**src/csf_regs.svh**
```systemverilog
// Purpose: register offsets, bit positions and timing counts of the calendar status flags
// Assumes: 32-bit apb data, one aligned word per register
// Notes:   offsets are byte addresses
`ifndef CSF_REGS_SVH
`define CSF_REGS_SVH

`define CSF_STATUS_OFS      12'h000
`define CSF_SHIFT_OFS       12'h004
`define CSF_CTRL_OFS        12'h008

`define CSF_WAKEUP_BIT      10
`define CSF_ALARM2_BIT      9
`define CSF_ALARM1_BIT      8
`define CSF_INIT_BIT        7
`define CSF_SETUP_ACT_BIT   6
`define CSF_SYNCED_BIT      5
`define CSF_PROG_BIT        4
`define CSF_SHIFT_PEND_BIT  3
`define CSF_BYPASS_BIT      0

`define CSF_STATUS_RST      32'h0000_0000
`define CSF_CTRL_RST        32'h0000_0000
`define CSF_SYNC_STAGES     2
`define CSF_SHIFT_CYCLES    4'h4

`endif

```
**src/csf_pkg.sv**
```systemverilog
// Purpose: shared types of the calendar status flags
// Assumes: nothing
// Notes:   setup-mode handshake states
package csf_pkg;
  typedef enum logic [1:0] {
    CSF_RUN,
    CSF_STOPPING,
    CSF_SETUP
  } csf_setup_state_t;
endpackage

```
**src/csf_top.sv**
```systemverilog
// Purpose: status and setup-control flags of the calendar block, apb slave
// Assumes: calendar events arrive as one-cycle pulses synchronous to clk
// Notes:   the setup request crosses a two-stage synchroniser before counters stop
//          field positions and offsets come from the register header
//
// Overview of operation
// RULE_01: the wakeup flag sets whenever the wakeup down-counter reaches zero.
// RULE_02: wakeup and both alarm flags clear only when software writes zero to them.
// RULE_03: software clears the wakeup flag at least 1.5 calendar clocks before it re-sets.
// RULE_04: the second alarm flag sets when time and date match the second alarm register.
// RULE_05: the first alarm flag sets when time and date match the first alarm register.
// RULE_06: a set setup request halts the counters, and clearing it resumes counting.
// RULE_07: the setup-active bit shows when calendar registers may be written.
// RULE_08: the shadow synced flag sets each time live values copy into the shadows.
// RULE_09: the synced flag is held clear in setup, with a shift pending, or in bypass.
// RULE_10: software may clear the synced flag itself.
// RULE_11: the programmed indicator reads one whenever the year field is nonzero.
// RULE_12: the shift pending flag sets on a shift register write and clears when applied; here it clears a fixed 4 cycles after the write.
// RULE_13: writes to the shift pending flag are ignored.
// RULE_14: writing one to a clearable flag leaves it unchanged.
// RULE_15: setup-active asserts only after the synchronised request has stopped counters.
//
// Local design decisions: register access over APB and the address map.
`timescale 1ns/100ps
`include "csf_regs.svh"
module csf_top
  import csf_pkg::*;
(
  // clock and reset
  input  wire logic        clk,
  input  wire logic        rst_n,
  // apb slave
  input  wire logic        psel,
  input  wire logic        penable,
  input  wire logic        pwrite,
  input  wire logic [11:0] paddr,
  input  wire logic [31:0] pwdata,
  input  wire logic [3:0]  pstrb,
  output logic [31:0]      prdata,
  output logic             pready,
  output logic             pslverr,
  // calendar events
  input  wire logic        wakeup_zero,
  input  wire logic        first_alarm_match,
  input  wire logic        second_alarm_match,
  input  wire logic        shadow_copy,
  input  wire logic        counters_stopped,
  input  wire logic [7:0]  year_field,
  // calendar controls
  output logic             counter_halt_q,
  output logic             shift_start_q,
  output logic             shadow_bypass_select_q
);

  // ----------------------------------------------------------------
  // bus decode
  // ----------------------------------------------------------------
  wire        setup_ph   = psel & ~penable;
  wire        access_ph  = psel & penable;
  wire        sel_status = (paddr == `CSF_STATUS_OFS);
  wire        sel_shift  = (paddr == `CSF_SHIFT_OFS);
  wire        sel_ctrl   = (paddr == `CSF_CTRL_OFS);
  wire        mapped     = sel_status | sel_shift | sel_ctrl;
  wire        wr_ok      = access_ph & pwrite & mapped & pstrb[1];
  wire        wr_status  = wr_ok & sel_status;
  // the shift register is write only; any lane-1 write starts an adjustment
  wire        wr_shift   = wr_ok & sel_shift;
  wire        wr_ctrl    = wr_ok & sel_ctrl & pstrb[0];
  // byte lane 1 holds bits 15:8, lane 0 holds bits 7:0
  wire        wr_lane0   = access_ph & pwrite & sel_status & pstrb[0];
  wire        rd_setup   = setup_ph & ~pwrite;
  wire [2:0]  flag_wdata = pwdata[`CSF_WAKEUP_BIT:`CSF_ALARM1_BIT];

  // ----------------------------------------------------------------
  // flag and state storage
  // ----------------------------------------------------------------
  logic wakeup_expired_flag;
  logic second_alarm_flag;
  logic first_alarm_flag;
  logic shadow_synced_flag;
  logic shift_pending_flag;
  logic setup_req_q;
  logic setup_req_sync;
  logic calendar_programmed_q;
  logic [3:0] shift_cnt_q;
  csf_setup_state_t state_q;
  csf_setup_state_t state_d;

  // ----------------------------------------------------------------
  // sticky event flags
  // ----------------------------------------------------------------
  wire [2:0] ev_set;
  wire [2:0] ev_clr;
  wire [2:0] ev_flag;
  assign ev_set = {wakeup_zero, second_alarm_match, first_alarm_match}; // RULE_01 RULE_04 RULE_05
  // zero clears, one leaves the flag alone
  assign ev_clr = {3{wr_status}} & ~flag_wdata; // RULE_02 RULE_14

  // one cell per event keeps the set-wins rule in a single place
  genvar gi;
  generate
    for (gi = 0; gi < 3; gi++)
    begin : g_ev
      csf_flag u_flag (
        .clk    (clk),
        .rst_n  (rst_n),
        .set_i  (ev_set[gi]),
        .clr_i  (ev_clr[gi]),
        .flag_q (ev_flag[gi])
      );
    end
  endgenerate
  // ev_* bits run in status word order, first alarm lowest
  assign first_alarm_flag    = ev_flag[0];
  assign second_alarm_flag   = ev_flag[1];
  assign wakeup_expired_flag = ev_flag[2];

  // ----------------------------------------------------------------
  // setup mode handshake
  // ----------------------------------------------------------------
  wire setup_mode_active = (state_q == CSF_SETUP); // RULE_07

  // written from lane 0 only, so a flag clear on lane 1 leaves the request alone
  always_ff @(posedge clk)
  begin
    if (!rst_n)
      setup_req_q <= 1'b0;
    else if (wr_lane0)
      setup_req_q <= pwdata[`CSF_INIT_BIT];
  end

  // request must cross into the counter domain before the handshake and the counters react
  csf_sync u_setup_sync (
    .clk   (clk),
    .rst_n (rst_n),
    .d     (setup_req_q),
    .q     (setup_req_sync)
  );

  // leaving setup waits for no answer from the counters; they restart at once
  always_comb
  begin
    state_d = state_q;
    case (state_q)
      CSF_RUN:
        if (setup_req_sync)
          state_d = CSF_STOPPING;
      CSF_STOPPING:
        if (!setup_req_sync)
          state_d = CSF_RUN;
        else if (counters_stopped)
          state_d = CSF_SETUP; // RULE_15
      CSF_SETUP:
        if (!setup_req_sync)
          state_d = CSF_RUN; // RULE_06
      default:
        state_d = CSF_RUN;
    endcase
  end

  always_ff @(posedge clk)
  begin
    if (!rst_n)
      state_q <= CSF_RUN;
    else
      state_q <= state_d;
  end

  // the counters see the request only after it has crossed the synchroniser
  always_ff @(posedge clk)
  begin
    if (!rst_n)
      counter_halt_q <= 1'b0;
    else
      counter_halt_q <= setup_req_sync; // RULE_06
  end

  // ----------------------------------------------------------------
  // shift pending, bypass select, year indicator
  // ----------------------------------------------------------------
  // no apply input: completion is a fixed count until a shift unit reports back
  wire shift_done = shift_pending_flag & (shift_cnt_q == 4'h1);

  always_ff @(posedge clk)
  begin
    if (!rst_n)
      shift_start_q <= 1'b0;
    else
      shift_start_q <= wr_shift;
  end

  always_ff @(posedge clk)
  begin
    if (!rst_n)
    begin
      shift_pending_flag <= 1'b0;
      shift_cnt_q        <= 4'h0;
    end
    else if (wr_shift)
    begin
      shift_pending_flag <= 1'b1; // RULE_12
      shift_cnt_q        <= `CSF_SHIFT_CYCLES;
    end
    else if (shift_done)
    begin
      shift_pending_flag <= 1'b0; // RULE_12
      shift_cnt_q        <= 4'h0;
    end
    else if (shift_pending_flag)
      shift_cnt_q <= shift_cnt_q - 4'h1;
  end

  // bypass is kept across setup mode; software alone owns it
  always_ff @(posedge clk)
  begin
    if (!rst_n)
      shadow_bypass_select_q <= 1'b0;
    else if (wr_ctrl)
      shadow_bypass_select_q <= pwdata[`CSF_BYPASS_BIT];
  end

  // registered so a read never sees the year field mid-change
  always_ff @(posedge clk)
  begin
    if (!rst_n)
      calendar_programmed_q <= 1'b0;
    else
      calendar_programmed_q <= (year_field != 8'h00); // RULE_11
  end

  // ----------------------------------------------------------------
  // shadow synced flag
  // ----------------------------------------------------------------
  // hold-clear conditions beat the copy event, the copy beats software
  wire sync_hold = setup_req_q | setup_req_sync | setup_mode_active | shift_pending_flag
                   | shadow_bypass_select_q; // RULE_09
  wire sync_clr  = wr_lane0 & ~pwdata[`CSF_SYNCED_BIT]; // RULE_10 RULE_14

  always_ff @(posedge clk)
  begin
    if (!rst_n)
      shadow_synced_flag <= 1'b0;
    else if (sync_hold)
      shadow_synced_flag <= 1'b0; // RULE_09
    else if (shadow_copy)
      shadow_synced_flag <= 1'b1; // RULE_08
    else if (sync_clr)
      shadow_synced_flag <= 1'b0; // RULE_10
  end

  // ----------------------------------------------------------------
  // read data and answer
  // ----------------------------------------------------------------
  // shift pending bit is read only; writes never reach it
  logic [31:0] status_word;
  logic [31:0] ctrl_word;

  always_comb
  begin
    status_word                      = 32'h0000_0000;
    status_word[`CSF_WAKEUP_BIT]     = wakeup_expired_flag;
    status_word[`CSF_ALARM2_BIT]     = second_alarm_flag;
    status_word[`CSF_ALARM1_BIT]     = first_alarm_flag;
    status_word[`CSF_INIT_BIT]       = setup_req_q;
    status_word[`CSF_SETUP_ACT_BIT]  = setup_mode_active;
    status_word[`CSF_SYNCED_BIT]     = shadow_synced_flag;
    status_word[`CSF_PROG_BIT]       = calendar_programmed_q;
    status_word[`CSF_SHIFT_PEND_BIT] = shift_pending_flag; // RULE_13
  end

  always_comb
  begin
    ctrl_word                  = 32'h0000_0000;
    ctrl_word[`CSF_BYPASS_BIT] = shadow_bypass_select_q;
  end

  // unmapped offsets and the write-only shift register read as zero
  wire [31:0] rd_word = sel_status ? status_word :
                        sel_ctrl   ? ctrl_word   : 32'h0000_0000;

  // no wait state: pready rises in the first access cycle after setup
  always_ff @(posedge clk)
  begin
    if (!rst_n)
      pready <= 1'b0;
    else
      pready <= setup_ph;
  end

  always_ff @(posedge clk)
  begin
    if (!rst_n)
      pslverr <= 1'b0;
    else
      pslverr <= setup_ph & ~mapped;
  end

  // read data stands only in the answer cycle, zero otherwise
  always_ff @(posedge clk)
  begin
    if (!rst_n)
      prdata <= 32'h0000_0000;
    else
      prdata <= rd_setup ? rd_word : 32'h0000_0000;
  end

endmodule

```
**src/csf_sync.sv**
```systemverilog
// Purpose: two-stage level synchroniser
// Assumes: single clock, level input
// Notes:   first stage feeds only the second
`timescale 1ns/100ps
module csf_sync
  import csf_pkg::*;
(
  // clock and reset
  input  wire logic clk,
  input  wire logic rst_n,
  // level
  input  wire logic d,
  output logic      q
);
  logic meta_q;
  always_ff @(posedge clk)
  begin
    if (!rst_n)
    begin
      meta_q <= 1'b0;
      q      <= 1'b0;
    end
    else
    begin
      meta_q <= d;
      q      <= meta_q;
    end
  end
endmodule

```
**src/csf_flag.sv**
```systemverilog
// Purpose: one sticky event flag, set by hardware, cleared by a write of zero
// Assumes: set and clear arrive in the same clock
// Notes:   a set in the clear cycle wins so no event is lost
`timescale 1ns/100ps
module csf_flag
  import csf_pkg::*;
(
  // clock and reset
  input  wire logic clk,
  input  wire logic rst_n,
  // control
  input  wire logic set_i,
  input  wire logic clr_i,
  output logic      flag_q
);
  always_ff @(posedge clk)
  begin
    if (!rst_n)
      flag_q <= 1'b0;
    else if (set_i)
      flag_q <= 1'b1;
    else if (clr_i)
      flag_q <= 1'b0;
  end
endmodule

```
**config.mk**
```make
export PLATFORM = sky130hd
export DESIGN_NAME = csf_top
export DESIGN_NICKNAME = d
export VERILOG_FILES = /design/src/csf_pkg.sv /design/src/csf_top.sv /design/src/csf_sync.sv /design/src/csf_flag.sv
export VERILOG_INCLUDE_DIRS = /design/src
export SDC_FILE = /design/constraint.sdc
export NUM_CORES = 1
export LEC_CHECK = 0
export BUFFER_PORTS_ARGS = -buffer_cell sky130_fd_sc_hd__buf_2
export CORE_UTILIZATION = 43
export CTS_BUF_LIST = sky130_fd_sc_hd__clkbuf_4
export DETAILED_ROUTE_END_ITERATION = 12
export GPL_TIMING_DRIVEN = 0
export PLACE_DENSITY = 0.87
export SETUP_SLACK_MARGIN = 0.2
export SYNTH_ARGS = -nofsm -noshare
export SYNTH_HDL_FRONTEND = slang
export SYNTH_SLANG_ARGS = --single-unit
export TNS_END_PERCENT = 30
```
**constraint.sdc**
```tcl
create_clock -name clk -period 4.8 [get_ports clk]
set_clock_uncertainty 0.15 [all_clocks]
set_input_delay 0.48 -clock clk [delete_from_list [all_inputs] [get_ports clk]]
set_output_delay 0.48 -clock clk [all_outputs]
set_load 0.1 [all_outputs]
```
* Yosys cells after proc, flatten, opt, wreduce, memory -nomap -nowiden
Cells that the tools add are included.
Word-level totals: bits in registers 52
Cells by class: add/sub/neg operators 1, eq/ne operators 8, multiplexer cells 20, bitwise operators 30, reduce and logical (&&, ||, !) cells 15
Operator list (number):
- 1-bit bitwise AND | 15
- 12-bit by 3-bit equality test with 1-bit output (second input constant) | 1
- 12-bit by 4-bit equality test with 1-bit output (second input constant) | 1
- 12-bit logical NOT | 1
- 1-bit 2-to-1 mux | 11
- 11-bit 2-to-1 mux | 1
- 2-bit nonzero test | 5
- 3-bit 2-to-1 mux | 3
- 2-bit 2-to-1 mux | 4
- 8-bit nonzero test | 1
- 1-bit NOT | 7
- 1-bit OR | 6
- 2-bit case mux with 3 select lines | 1
- 3-bit OR reduction | 2
- 4-bit by 1-bit equality test with 1-bit output (second input constant) | 1
- 4-bit OR reduction | 1
- 4-bit by 1-bit subtractor with 4-bit output (second input constant) | 1
- 3-bit bitwise AND | 1
- 3-bit inequality test (second input constant) | 1
- 3-bit NOT | 1
- 3-bit AND reduction | 1
- 3-bit nonzero test | 1
- 2-bit by 1-bit equality test with 1-bit output (second input constant) | 1
- 2-bit equality test (second input constant) | 1
- other kinds (5) | 5

* Longest topological paths before layout
depth after elaboration 9, depth in mapped cells 6, depth with buffers taken out 6

* By module
A second synthesis with hierarchy kept.
Second synthesis, totals: cells, all modules 140, area total of the unflattened synthesis 1312.5 um^2
By module, submodules not included:
- csf_top | instances 1, cells an instance 127, area an instance 1136.1 um^2
- csf_flag | instances 3, cells an instance 3, area an instance 41.3 um^2
- csf_sync | instances 1, cells an instance 4, area an instance 52.6 um^2

* Worst setup path after synthesis
No wires, ideal clock.
path kind input-to-reg, start point input paddr[5], end point register shadow_bypass_select_q, setup time 0.122 ns, arrival 2.016 ns, required time 4.528 ns, path slack 2.513 ns, stages on the path 4, path buffers 0, cells stage by stage or4_4 -> or3_4 -> or4_4 -> mux2i_1
On the way: longest elaborated chain between the ends 7, elaborated cells between the ends (all ways) 9, those cells by class eq/ne: 2; bitwise: 6; reduce/logical: 1
Ends and longest elaborated chain:
- start, declared | line csf_top.sv:36 | input wire logic [11:0] paddr,
- 12-bit by 3-bit equality test with 1-bit output (no source line) / 12-bit logical NOT (equally long branches)
- 1-bit OR (2 in series) | line csf_top.sv:63 | wire mapped = sel_status | sel_shift | sel_ctrl;
- 1-bit bitwise AND (2 in series) | line csf_top.sv:64 | wire wr_ok = access_ph & pwrite & mapped & pstrb[1];
- 1-bit bitwise AND * (2 in series) | line csf_top.sv:68 | wire wr_ctrl = wr_ok & sel_ctrl & pstrb[0];
- end signal, assigned | line csf_top.sv:219 | shadow_bypass_select_q <= pwdata[`CSF_BYPASS_BIT];
- end, declared | line csf_top.sv:52 | output logic shadow_bypass_select_q
Every way passes the cells marked *; elsewhere a longest branch is shown, timed or not. A chain may end at the register's enable or synchronous reset.

* Worst setup path in the final report
start point input paddr[5], end point register prdata[6]
On the way: longest elaborated chain between the ends 2
Ends and longest elaborated chain:
- 12-bit logical NOT (no source line)
- 11-bit 2-to-1 mux | line csf_top.sv:278 | wire [31:0] rd_word = sel_status ? status_word :
- end signal, assigned | line csf_top.sv:304 | prdata <= rd_setup ? rd_word : 32'h0000_0000;
- end, declared | line csf_top.sv:39 | output logic [31:0] prdata,
Every way passes these cells.

==> impl_metrics.ini <==
[run_status]
status = finished, final reports clean

[route]
post_drt_wl_per_cell_um = 10.0
drc = 0
vias = 1135
via_per_inst = 4.54
drt_iter0_drc = 17
dr.pass1.iters = 4
routed_wl_mm = 2.51
ant_nets = 0

[yosys]
synthesis.area_um2 = 1270
synth_edf_count = 0
synth-async-reset-ratio_pct = 0
seq_area_frac_synth_pct = 45.8
ys_types = 30
ys_seq_elements = 29
syn_inst = 138
synth_area_leaders = dfxtp_1, buf_4, and2_1
synth_common_cells = dfxtp_1, buf_4, and2_1
synth_top_area_share_pct = 45.8
synth_area_per_cell_um2 = 9.19
yosys.area.top_type = dfxtp_1
ys_warn_count = 0
ys.flop_type = dfxtp_1
post-synth-top-count-cell = dfxtp_1

[final_layout]
syn_to_final_growth_pct = 37.8
n_fill_cell = 241
layout-drive-gt1-share_pct = 40.2
final_area_um2 = 1750
final_nets = 286
antennaDiodeCount = 0

[timing]
period_minus_slack_ps = 2380
finalSetupTns_ps = 0
max_freq_mhz = 419
max_slew_margin_pct = 54.1
hold_viol_final = 0
worstMarginPinSlew_ps = 679
min_period_over_period_pct = 49.7
rsz0062_at_grt = no
setup_viol = 0
drv_slew = 0

[global_route]
grt_overflow = 0
grt_pass1_vias = 984
met3_usage_pct = 6.68
grt_max_degree = 11
grtUsageMet2_pct = 29.9
grt_util_met1_pct = 17.1
antenna_found_initial = 0
grt_usage_pct = 16.8
grt_pass1_wl_mm = 4.05
grt-busiest-layer = met2

[clock_tree]
post-cts-setup-buffer-count = 0
cts_buffers = 5
cts_buffer_depth = 2
hold_buffers = 0
clk_latency_ps = 330
tritoncts = yes
cts.sinks = 29
cts_max_level = 2
cts.clk_slew.worst_paths_ps = 90
cts.repair.resized = 0
cts_root_buffer = clkbuf_4

[critical_path]
critical_path.top_delay_family = simple AND/OR/NAND/NOR gates
crit_slowest_cell = nor4b_1
startpoint_type = input pin
crit_type = in2reg
endpoint_kind = flip-flop
path_cells = buf_2, or4_4, nor4b_1, nor3b_2, and3b_1
required_ps = 4930
cpPeakStageDelay_ps = 630
critPathBufInv = 1
path_max_fanout = 8
arrival_ps = 2520

[floorplan]
start_util_pct = 45.6
coreArea_um2 = 2780
fp.dieW_um = 56.3
rows = 19
die_y_um = 56.3
dieArea_um2 = 3170
io_pins = 103

[placed_design]
portBuffers = 51
hpwl_mm = 1.92
placed_area_um2 = 1650
gp_congestion = 0.848

[hold_path]
min_path_type = in2reg

[pwr]
p_leak_uw = 0.000900
irDropWorstVdd_mv = 0.427
cellPowerDensity_nw_per_um2 = 354

[job]
cap_violations = 0
-- sequential cells by signal, indices dropped and copies added (netlist names), 2 cells and up --
signal / flops
g_ev.u_flag.flag_q: 3
prdata: 9
shift_cnt_q: 4
state_q: 2
-- area by class of cell --
class | count | area [um2] | area share [%]
sequential | 29 | 581 | 33.2
multi-input combinational | 100 | 568 | 32.5
timing repair buffer | 51 | 255 | 14.6
buffer | 25 | 180 | 10.3
clock inverter | 3 | 65.1 | 3.72
tap | 31 | 38.8 | 2.22
clock buffer | 5 | 37.5 | 2.15
inverter | 6 | 22.5 | 1.29
-- final timing paths --
check	start	cells after the start	slack (ps)	endpoint
max	paddr[5]	5	2420	prdata[6]
min	pwdata[7]	3	240	setup_req_q
max reg2reg	shift_pending_flag	5	3230	shift_cnt_q[1]
min reg2reg	calendar_programmed_q	1	290	prdata[4]
-- metal layers --
metal  part of all wire (%)  wire [um]
met4                    2.0         51
met2                     48       1200
met3                    9.5        239
met5                      0          0
met1                     41       1020
-- logic make-up (layout without fill, tap and decap cells) --
| family | after synthesis | after routing | synth area share [%] |
|---|---|---|---|
| AO/OA/AOI/OAI | 15 | 15 | 6.51 |
| XOR/XNOR | 3 | 3 | 2.07 |
| adder cells (fa/ha/maj) | 2 | 2 | 1.97 |
| buffers and inverters | 31 | 90 | 16.0 |
| flip-flops | 29 | 29 | 45.8 |
| multiplexers | 2 | 2 | 1.58 |
| other | 1 | 23 | 0.296 |
| AND/OR/NAND/NOR | 55 | 55 | 25.8 |
-- cell usage in the layout (no fill, tap or decap) --
master	count
xor2_1	1
ha_1	2
a21o_1	1
inv_1	6
nor4_1	4
xnor2_1	2
o21ai_0	7
dfxtp_1	29
nor3b_2	1
clkbuf_4	5
nor4b_1	1
or2_2	1
or4_4	3
nor3_1	6
a21oi_1	5
nand3_1	1
bufinv_16	2
buf_2	51
nand2b_1	3
and3b_1	1
nor2_1	8
conb_1	23
nor3b_1	1
nand4_1	3
clkbuf_1	2
a211oi_1	1
nand3b_1	2
and2_1	10
a21boi_0	1
nand2_1	9
or3_4	1
mux2i_1	2
buf_4	23
clkinv_2	1
-- where the power goes --
part	internal [uW]	total [uW]	leakage, uW	switching (uW)
clock network	161	247	0.0000552	86.1
registers	244	245	0.000236	1.02
logic	28.5	127	0.000610	98.8
total	434	619	0.000900	186
-- tightest hold or removal path: stages --
cell	delay (ps)
buf_2	100
nand2_1	50
mux2i_1	50
-- stage by stage --
stage	std cells	total power, uW	worst slack [ps]	util [%]	hold WS, ps
6_report	250	619	2420	62.8	238
5_1_grt	250	640	2270	62.8	246
4_1_cts	250	622	2400	62.8	234
3_5_place_dp	242	377	2110	59.2	271
3_3_place_gp	242	376	2080	59.2	261
2_1_floorplan	160	357	2510	-	256
Note: power is estimated with default switching activity, not from simulation.
